### config.mk
export PLATFORM = sky130hd
export DESIGN_NAME = iobd_ctrl
export DESIGN_NICKNAME = d
export VERILOG_FILES = /design/src/hw/iobd_pkg.sv /design/src/hw/iobd_ctrl.sv
export SDC_FILE = /design/constraint.sdc
export NUM_CORES = 1
export LEC_CHECK = 0
export ABC_CLOCK_PERIOD_IN_PS = 2920
export BUFFER_PORTS_ARGS = -buffer_cell sky130_fd_sc_hd__buf_2
export CORE_MARGIN = 2
export CORE_UTILIZATION = 51
export CTS_BUF_LIST = sky130_fd_sc_hd__clkbuf_8 sky130_fd_sc_hd__clkbuf_16
export DETAILED_ROUTE_END_ITERATION = 10
export PLACE_DENSITY = 0.85
export SLEW_MARGIN = 20
export SYNTH_ARGS = -nofsm -noshare
export SYNTH_HDL_FRONTEND = slang
export SYNTH_SLANG_ARGS = --single-unit
### constraint.sdc
create_clock -name CLK_I -period 2.92 [get_ports CLK_I]
set_clock_uncertainty 0.1 [all_clocks]
set_input_delay 0.146 -clock CLK_I [delete_from_list [all_inputs] [get_ports CLK_I]]
set_output_delay 0.146 -clock CLK_I [all_outputs]
set_load 0.02 [all_outputs]
### src/hw/iobd_pkg.sv
/*
  Package for the I/O bus device controller: widths, idle levels and
  the reply state encoding. Assumes all bus lines are active low.
*/
package iobd_pkg;
  localparam int          BYTE_W      = 8;
  localparam logic [7:0]  CMD_RESET   = 8'h00;
  localparam logic [7:0]  DEV_NUM_DEF = 8'h22;  // arbitrary default device number
  localparam logic [7:0]  LINES_IDLE  = 8'hFF;  // released active-low byte lanes
  localparam logic        LINE_OFF    = 1'b1;   // released active-low control line

  typedef enum logic [2:0] {
    IOBD_IDLE   = 3'b000,
    IOBD_SEL    = 3'b001,
    IOBD_CMD    = 3'b010,
    IOBD_DATA   = 3'b011,
    IOBD_STAT   = 3'b100,
    IOBD_ACK    = 3'b101
  } iobd_reply_t;
endpackage

### src/hw/iobd_ctrl.sv
/*
  Device controller end of the byte-wide multiplexed I/O bus: select,
  command output, data and status input, interrupt attention and the
  daisy-chained acknowledge. Assumes a processor on the far side that
  keeps the strobe/reply handshake; all bus pins are active low and
  asynchronous to CLK_I.
*/
`timescale 1ns/1ns

module iobd_ctrl #(
  parameter logic [7:0] DEV_NUM = iobd_pkg::DEV_NUM_DEF
) (
  input  wire logic       CLK_I,
  input  wire logic       RST_I,
  input  wire logic [7:0] HOST_OUT_LINES_N_I,
  input  wire logic       SELECT_STROBE_N_I,
  input  wire logic       COMMAND_STROBE_N_I,
  input  wire logic       DATA_REQUEST_N_I,
  input  wire logic       STATUS_REQUEST_N_I,
  input  wire logic       CHAIN_GRANT_IN_N_I,
  input  wire logic       SYSTEM_CLEAR_N_I,
  input  wire logic       DEV_INTERRUPT_I,
  input  wire logic [7:0] DEV_DATA_I,
  input  wire logic [7:0] DEV_STATUS_I,
  output logic [7:0]      DEVICE_IN_LINES_N_O,
  output logic            HANDSHAKE_REPLY_N_O,
  output logic            ATTENTION_REQUEST_N_O,
  output logic            CHAIN_GRANT_OUT_N_O,
  output logic [7:0]      COMMAND_O,
  output logic            COMMAND_STB_O,
  output logic            SELECTED_O,
  output logic            INTERRUPT_PENDING_O
);

  typedef struct packed {
    logic [7:0]            host_s1;
    logic [7:0]            host_s2;
    logic [5:0]            ctl_s1;
    logic [5:0]            ctl_s2;
    logic                  irq_s1;
    logic                  irq_s2;
    logic                  irq_prev;
    logic                  selected;
    logic                  pending;
    logic [7:0]            command;
    logic                  cmd_stb;
    iobd_pkg::iobd_reply_t reply;
    logic [7:0]            din_n;
    logic                  reply_n;
    logic                  attn_n;
    logic                  gout_n;
  } iobd_state_t;

  iobd_state_t st;
  iobd_state_t next_st;

  // synchronised, active-high views of the bus controls
  logic sel_a, cmd_a, dreq_a, sreq_a, grant_a, clr_a;
  assign sel_a   = st.ctl_s2[0];
  assign cmd_a   = st.ctl_s2[1];
  assign dreq_a  = st.ctl_s2[2];
  assign sreq_a  = st.ctl_s2[3];
  assign grant_a = st.ctl_s2[4];
  assign clr_a   = st.ctl_s2[5];

  always_comb begin
    next_st = st;
    // two-flop synchronisers on every bus input
    next_st.host_s1 = ~HOST_OUT_LINES_N_I;
    next_st.host_s2 = st.host_s1;
    next_st.ctl_s1 = ~{SYSTEM_CLEAR_N_I, CHAIN_GRANT_IN_N_I, STATUS_REQUEST_N_I,
                       DATA_REQUEST_N_I, COMMAND_STROBE_N_I, SELECT_STROBE_N_I};
    next_st.ctl_s2 = st.ctl_s1;
    next_st.irq_s1 = DEV_INTERRUPT_I;
    next_st.irq_s2 = st.irq_s1;
    next_st.irq_prev = st.irq_s2;
    next_st.cmd_stb = 1'b0;

    // rising device interrupt sets pending; acknowledge and clear below override it
    if (st.irq_s2 && !st.irq_prev) begin
      next_st.pending = 1'b1;
    end

    unique case (st.reply)
      iobd_pkg::IOBD_IDLE: begin
        if (sel_a) begin
          next_st.selected = (st.host_s2 == DEV_NUM);
          if (st.host_s2 == DEV_NUM) begin
            next_st.reply = iobd_pkg::IOBD_SEL;
          end
        end else if (cmd_a && st.selected) begin
          next_st.command = st.host_s2;
          next_st.cmd_stb = 1'b1;
          next_st.reply   = iobd_pkg::IOBD_CMD;
        end else if (dreq_a && st.selected) begin
          next_st.din_n = ~DEV_DATA_I;
          next_st.reply = iobd_pkg::IOBD_DATA;
        end else if (sreq_a && st.selected) begin
          next_st.din_n = ~DEV_STATUS_I;
          next_st.reply = iobd_pkg::IOBD_STAT;
        end else if (grant_a && st.pending) begin
          next_st.din_n   = ~DEV_NUM;
          next_st.pending = 1'b0;
          next_st.reply   = iobd_pkg::IOBD_ACK;
        end
      end
      iobd_pkg::IOBD_SEL:  if (!sel_a)   next_st.reply = iobd_pkg::IOBD_IDLE;
      iobd_pkg::IOBD_CMD:  if (!cmd_a)   next_st.reply = iobd_pkg::IOBD_IDLE;
      iobd_pkg::IOBD_DATA: if (!dreq_a)  next_st.reply = iobd_pkg::IOBD_IDLE;
      iobd_pkg::IOBD_STAT: if (!sreq_a)  next_st.reply = iobd_pkg::IOBD_IDLE;
      iobd_pkg::IOBD_ACK:  if (!grant_a) next_st.reply = iobd_pkg::IOBD_IDLE;
      default:             next_st.reply = iobd_pkg::IOBD_IDLE;
    endcase

    if (next_st.reply == iobd_pkg::IOBD_IDLE || next_st.reply == iobd_pkg::IOBD_SEL
        || next_st.reply == iobd_pkg::IOBD_CMD) begin
      next_st.din_n = iobd_pkg::LINES_IDLE;
    end
    next_st.reply_n = (next_st.reply == iobd_pkg::IOBD_IDLE);
    // grant passes only when nothing pending and not being answered here
    next_st.gout_n = ~(grant_a && !st.pending
                       && st.reply != iobd_pkg::IOBD_ACK);

    if (clr_a) begin
      next_st.selected = 1'b0;
      next_st.pending  = 1'b0;
      next_st.command  = iobd_pkg::CMD_RESET;
      next_st.reply    = iobd_pkg::IOBD_IDLE;
      next_st.din_n    = iobd_pkg::LINES_IDLE;
      next_st.reply_n  = iobd_pkg::LINE_OFF;
      next_st.gout_n   = iobd_pkg::LINE_OFF;
    end
    // attention kept in its own flop so the pin comes straight from a register
    next_st.attn_n = ~next_st.pending;
  end

  always_ff @(posedge CLK_I or posedge RST_I) begin
    if (RST_I) begin
      st          <= '0;
      st.command  <= iobd_pkg::CMD_RESET;
      st.reply    <= iobd_pkg::IOBD_IDLE;
      st.din_n    <= iobd_pkg::LINES_IDLE;
      st.reply_n  <= iobd_pkg::LINE_OFF;
      st.attn_n   <= iobd_pkg::LINE_OFF;
      st.gout_n   <= iobd_pkg::LINE_OFF;
    end else begin
      st <= next_st;
    end
  end

  assign DEVICE_IN_LINES_N_O   = st.din_n;
  assign HANDSHAKE_REPLY_N_O   = st.reply_n;
  assign ATTENTION_REQUEST_N_O = st.attn_n;
  assign CHAIN_GRANT_OUT_N_O   = st.gout_n;
  assign COMMAND_O             = st.command;
  assign COMMAND_STB_O         = st.cmd_stb;
  assign SELECTED_O            = st.selected;
  assign INTERRUPT_PENDING_O   = st.pending;

  a_cmd_reply: assert property (@(posedge CLK_I) disable iff (RST_I)
    (st.reply == iobd_pkg::IOBD_IDLE && cmd_a && !sel_a && st.selected && !clr_a)
    |=> (!HANDSHAKE_REPLY_N_O && COMMAND_STB_O))
    else $error("command strobe not answered");
  a_cmd_unsel: assert property (@(posedge CLK_I) disable iff (RST_I)
    (!st.selected && !sel_a) |=> !COMMAND_STB_O)
    else $error("command taken while unselected");
  a_cmd_store: assert property (@(posedge CLK_I) disable iff (RST_I)
    COMMAND_STB_O |-> COMMAND_O == $past(st.host_s2))
    else $error("command byte mismatch");
  a_reply_drop: assert property (@(posedge CLK_I) disable iff (RST_I)
    (st.reply == iobd_pkg::IOBD_CMD && !cmd_a) |=> HANDSHAKE_REPLY_N_O)
    else $error("reply held after strobe removed");
  a_atn_level: assert property (@(posedge CLK_I) disable iff (RST_I)
    (st.irq_s2 && !st.irq_prev && !clr_a && !(grant_a && st.pending))
    |=> !ATTENTION_REQUEST_N_O)
    else $error("attention not raised");
  a_chain_block: assert property (@(posedge CLK_I) disable iff (RST_I)
    st.pending |=> CHAIN_GRANT_OUT_N_O)
    else $error("grant passed while pending");
  a_chain_pass: assert property (@(posedge CLK_I) disable iff (RST_I)
    (grant_a && !st.pending && st.reply == iobd_pkg::IOBD_IDLE && !clr_a)
    |=> !CHAIN_GRANT_OUT_N_O)
    else $error("grant not passed");
  a_ack_number: assert property (@(posedge CLK_I) disable iff (RST_I)
    (st.reply == iobd_pkg::IOBD_IDLE && grant_a && st.pending && !sel_a && !cmd_a
     && !dreq_a && !sreq_a && !clr_a)
    |=> (DEVICE_IN_LINES_N_O == ~DEV_NUM && !HANDSHAKE_REPLY_N_O
         && ATTENTION_REQUEST_N_O))
    else $error("acknowledge answer wrong");
  a_ack_release: assert property (@(posedge CLK_I) disable iff (RST_I)
    (st.reply == iobd_pkg::IOBD_ACK && !grant_a)
    |=> (HANDSHAKE_REPLY_N_O && DEVICE_IN_LINES_N_O == iobd_pkg::LINES_IDLE))
    else $error("acknowledge not released");
  a_clear_desel: assert property (@(posedge CLK_I) disable iff (RST_I)
    clr_a |=> !SELECTED_O)
    else $error("clear left device selected");

  c_cmd:  cover property (@(posedge CLK_I) disable iff (RST_I) COMMAND_STB_O);
  c_ack:  cover property (@(posedge CLK_I) disable iff (RST_I) st.reply == iobd_pkg::IOBD_ACK);
  c_stat: cover property (@(posedge CLK_I) disable iff (RST_I) st.reply == iobd_pkg::IOBD_STAT);
  c_pass: cover property (@(posedge CLK_I) disable iff (RST_I) !CHAIN_GRANT_OUT_N_O);

endmodule

======== Word level (Yosys, flattened, before mapping) ========
Cells that the tools add are included.
storage, ports and cells
  word-level logic and storage cells ...... 83
  output and inout bits ................... 22
  bits of input ports ..................... 33
  register bits ........................... 56
cells by class
  bitwise operators ....................... 6
  eq/ne operators ......................... 12
  reduce and logical (&&, ||, !) cells .... 21
  mux-type cells .......................... 28
operators by type and width
  operator                                                         count
  11-bit two-way mux                                               4
  8-bit two-way mux                                                4
  3-bit two-way mux                                                8
  8-bit inverter                                                   3
  10-bit two-way mux                                               2
  3-bit case mux with 6 select lines                               1
  12-bit two-way mux                                               1
  3-bit by 2-bit == test with 1-bit output, second input constant  3
  9-bit two-way mux                                                1
  8-bit by 6-bit == test with 1-bit output, second input constant  1
  1-bit logical AND                                                7
  1-bit two-way mux                                                7
  3-bit by 1-bit == test with 1-bit output, second input constant  2
  3-bit == test, second input constant                             2
  3-bit logical NOT                                                2
  6-bit inverter                                                   1
  2-bit nonzero test                                               3
  5-bit nonzero test                                               1
  4-bit AND reduction                                              1
  3-bit by 1-bit != test with 1-bit output, second input constant  1
  3-bit by 2-bit != test with 1-bit output, second input constant  1
  3-bit != test, second input constant                             1
  3-bit AND reduction                                              1
  3-bit nonzero test                                               1
  other kinds (5)                                                  8

======== Longest topological paths before layout ========
  word-level depth ........................ 12
  mapped depth ............................ 7
  mapped depth without buffers ............ 5

======== Worst setup path after synthesis ========
No wires, ideal clock.
  path kind ............................... flip-flop to flip-flop
  from .................................... register st (netlist bit sel_a)
  to ...................................... register st (netlist bit DEVICE_IN_LINES_N_O[1])
  library setup time ...................... 0.092 ns
  arrival time ............................ 1.629 ns
  setup slack ............................. 1.099 ns
  required time ........................... 2.728 ns
  buffers on the path ..................... 0
  cell stages (with the launch flop) ...... 6
  clock period less this slack ............ 1.821 ns
  cells stage by stage .................... dfrtp_1 or4_4 a221oi_4 nor2b_1 a311oi_1 nand2_1
between the ends
  cells in the longest elaborated chain, start to end .. 7
  elaborated cells on any way between the ends .. 15
  classes of those cells .................. eq/ne: 4; mux: 5; reduce/logical: 6
RTL lines
  item                                                                                  line                               text
  start: declaration                                                                    iobd_ctrl.sv:54                    iobd_state_t st;
  start signal: assignment                                                              iobd_ctrl.sv:147                   st <= next_st;
  3-bit two-way mux, on equally long branches                                           iobd_ctrl.sv:107, iobd_ctrl.sv:86
  3-bit case mux with 6 select lines                                                    iobd_ctrl.sv:84                    unique case (st.reply)
  3-bit by 1-bit == test with 1-bit output / 3-bit logical NOT (equally long branches)  iobd_ctrl.sv:115                   if (next_st.reply == iobd_pkg::IOBD_IDLE || next_st.reply == iobd_pkg::IOBD_SEL
  1-bit logical OR                                                                      iobd_ctrl.sv:115
  1-bit logical OR                                                                      iobd_ctrl.sv:116                   || next_st.reply == iobd_pkg::IOBD_CMD) begin
  3-bit by 2-bit != test with 1-bit output (no line) (tied with other cells)            -
  4-bit AND reduction (no line) / 12-bit two-way mux (equally long branches)            -
Parallel ways exist; a longest one is shown, timed or not.
A chain may end at the register's enable or synchronous reset.

======== Worst setup path after layout ========
  from .................................... register st (netlist bit SELECTED_O)
  to ...................................... register st (netlist bit DEVICE_IN_LINES_N_O[1])
between the ends
  cells in the longest elaborated chain, start to end .. 11
  elaborated cells on any way between the ends .. 23
  classes of those cells .................. eq/ne: 4; mux: 10; reduce/logical: 9
RTL lines
  item                                                                                  line              text
  1-bit logical AND                                                                     iobd_ctrl.sv:98   end else if (sreq_a && st.selected) begin
  11-bit two-way mux                                                                    iobd_ctrl.sv:98
  11-bit two-way mux                                                                    iobd_ctrl.sv:95   end else if (dreq_a && st.selected) begin
  3-bit two-way mux                                                                     iobd_ctrl.sv:91   end else if (cmd_a && st.selected) begin
  3-bit two-way mux                                                                     iobd_ctrl.sv:86   if (sel_a) begin
  3-bit case mux with 6 select lines                                                    iobd_ctrl.sv:84
  3-bit by 1-bit == test with 1-bit output / 3-bit logical NOT (equally long branches)  iobd_ctrl.sv:115
  1-bit logical OR                                                                      iobd_ctrl.sv:115
  1-bit logical OR                                                                      iobd_ctrl.sv:116
  3-bit by 2-bit != test with 1-bit output (no line) (tied with other cells)            -
  4-bit AND reduction (no line) / 12-bit two-way mux (equally long branches)            -
Parallel ways exist; a longest one is shown, timed or not. The select of a mux whose other input is x is not followed.

==> run metrics <==
Lkg Pwr 0.001267 uW; Inserted Diodes 0; sequential cell area 1415 sq um; first-pass GRT wire length 7.003 mm; RSZ-0062 raised after global routing no; GPL Wtd Cong 0.7609; final setup violating endpoints 0; CP max stage cell dfrtp_1; cell internal pwr 1115 uW; gr ovfl total 0; CTS clock-pin slew for the worst setup and hold paths 0.09 ns; Root Driver clkbuf_8; clock power share 33.5%; multi-input logic area 686.9 sq um; I/O Buffers 54; initial drt markers 136; compound-gate portion of the synthesized area 12.38%; WL final 4.160 mm; number of flops mapped to enable cells by yosys 0; Buf/Inv on CP 0; Net Sw Power 309.9 uW; pwr dens 511.7 nW/um^2; Post-synth top cells 45 x dfrtp_1, 24 x nand2_1, 20 x inv_1, 17 x o21ai_0, 16 x buf_4; Mapped Avg Cell Area 10.81 sq um; Clock Path Buffers 2; Die W 71.81 um; CP Capture Type register; placed wire-length estimate 2.725 mm; Simple-Gate Fraction of Synth Area 16.06%; Initial Util 53.48%; Rel. slew slack 40.95%; drt first pass iters 4; worst endpoint required time 3.04 ns; mux cell area share after synthesis 0.8538%; Slew Limit Fails 0; area leader, netlist dfrtp_1; area delta synth->final 18.78%; Netlist cell types 32; Synth Area in XOR/XNOR 0%; number of global-route vias before repair 1597; worst hold slack 0.1493 ns; IO Count 55; Post-Synthesis Cells 217; Max-Cap Viols 0; Ys Warns 0; largest family of logic cells by synthesized area simple AND/OR/NAND/NOR gates; initial antenna violation count 0; crit path cell chain o21ai_0 > a221oi_4 > nor2b_1 > a311oi_1 > nand2_1; layout cells sized above 1 28.52%; Post-CTS Repair Setup Buffers 0; DR WL/cell 12.92 um; Fmax 428.6 MHz; Worst path max stage delay 0.74 ns; die height 71.81 um; Synth Net Count 250; Comb power frac 8.0%; Worst Hold Class input pin to register; Worst-Skew Late Latency 0.31 ns; status finished, final reports clean; crit share post-route 79.91%; die area 5156 sq um; Synth Flop Type dfrtp_1; Peak VDD IR 0.3551 mV; post-synthesis register bit count 56; critical-path maximum fanout 19; H-tree Lvls 2; clock sink total 56; pin count of the biggest net entering global routing 57; Startpoint Class register; gr usage total 17.86%; TritonCTS buffer count 5; Fill cells 363; Seq/Total Area, Yosys 60.35%; sequential share of power 58.5%; core region area 4384 sq um; ranking of synthesized cells by area dfrtp_1 48%, dfstp_2 12%, buf_4 5.1%; setup TNS 0 ns; fin crit period 2.333 ns; final antenna-violating net count 0; Post-Syn Area 2345 sq um; CP Class register to register; critical path arrival 2.46 ns; Yosys top cell area share 48.03%; DR vias/cell 5.031; Rows 24; DRC Markers 0; Hold Vio Cnt, Final 0; Net Sw Frac 21.74%; CTS tree built; asr flop ratio synth 100.0%; actual slew at the worst max-slew pin 0.8847 ns; vias 1620; Synth Area in Adders 0%; most frequent cell after synthesis dfrtp_1; crit-path leading delay family compound AO/OA/AOI/OAI gates; Nets 302
==> repair_timing <==
item,in CTS,in global routing
hold buffers,15,1
gates resized for setup,0,0
endpoints found under the hold margin,15,45
==> placed cells by master (no fill, tap or decap), drive strengths merged <==
master | netlist | routed
a221oi | 2 | 2
clkinv | 1 | 3
dlygate4sd3 | 0 | 16
a21o | 2 | 2
buf | 19 | 54
or4 | 1 | 1
a21boi | 1 | 1
o2bb2ai | 1 | 1
dfstp | 11 | 11
dfrtp | 45 | 45
inv | 20 | 20
nor4b | 2 | 2
o22ai | 2 | 2
nand2 | 24 | 24
a31o | 1 | 1
nor2 | 5 | 5
nor3b | 7 | 7
o21ai | 17 | 17
mux2i | 2 | 2
bufinv | 0 | 1
or3 | 2 | 2
nand2b | 1 | 1
o221ai | 1 | 1
nor4 | 1 | 1
nor2b | 9 | 9
a21oi | 13 | 13
a311oi | 2 | 2
clkbuf | 6 | 5
nand3b | 8 | 8
nand3 | 9 | 9
a311o | 2 | 2
==> kinds of logic after synthesis <==
logic type | count (synthesis)
AOI/OAI and AO/OA | 44
buffers and inverters | 46
DFF | 56
muxes | 2
and+or+nand+nor | 69
==> area by class of cell <==
cell class                 instances  area share [%]
clock inverter                     3           1.393
timing repair buffer              70           15.45
multi-input combinational        115           24.66
tap                               52           2.336
sequential                        56           50.81
inverter                          21           2.875
clock buffer                       5           2.471
==> path summary, 6_finish.rpt <==
kind,start,to,slack (ns),depth (start not counted)
min in group asynchronous,RST_I,cmd_a,0.44,3
setup reg to reg,SELECTED_O,DEVICE_IN_LINES_N_O[1],0.59,5
setup / recovery,SELECTED_O,DEVICE_IN_LINES_N_O[1],0.59,5
hold reg to reg,next_st[32],grant_a,0.25,0
max in group asynchronous,RST_I,st[40],1.76,3
hold / removal,DEV_STATUS_I[1],DEVICE_IN_LINES_N_O[1],0.15,4
==> power by group through the flow <==
stage / Combinational [uW] / Sequential (uW) / Clock [uW]
finish: 114 / 833 / 478
global route: 128 / 839 / 528
CTS: 115 / 833 / 492
detailed placement: 98.5 / 848 / 0
global placement: 96.1 / 846 / 0
floorplan: 68.8 / 837 / 0
==> state kept, by name, summed over array words and instances, names as in the netlist, 8 cells and up <==
signal and cells:
COMMAND_O 8, DEVICE_IN_LINES_N_O 8, next_st 16, st 12
==> metal layers <==
layer | track usage (%) | share of wire, % | vias up
met4 | 7.338 | 2.0 | 0
met5 | 0 | 0 | -
met1 | 23.33 | 43 | 756
li1 | - | - | 811
met2 | 28.70 | 50 | 47
met3 | 4.501 | 5.0 | 6
==> worst min-delay path: stages <==
cell and delay [ns]:
buf_2 0.10, o22ai_1 0.11, a311oi_1 0.11, nand2_1 0.06
==> stage by stage <==
stage	std cells	setup WS, ns	area [sq um]	power (uW)	utilization, %
after global routing	322	0.3156	2785	1495	63.53
after floorplan	217	1.099	2345	906.2	-
after detailed placement	298	0.6797	2516	946.1	57.39
final	322	0.5866	2785	1425	63.53
after CTS	321	0.5902	2774	1441	63.27
after global placement	298	0.8201	2516	942.4	57.39
Power figures use the tool's default switching activity.
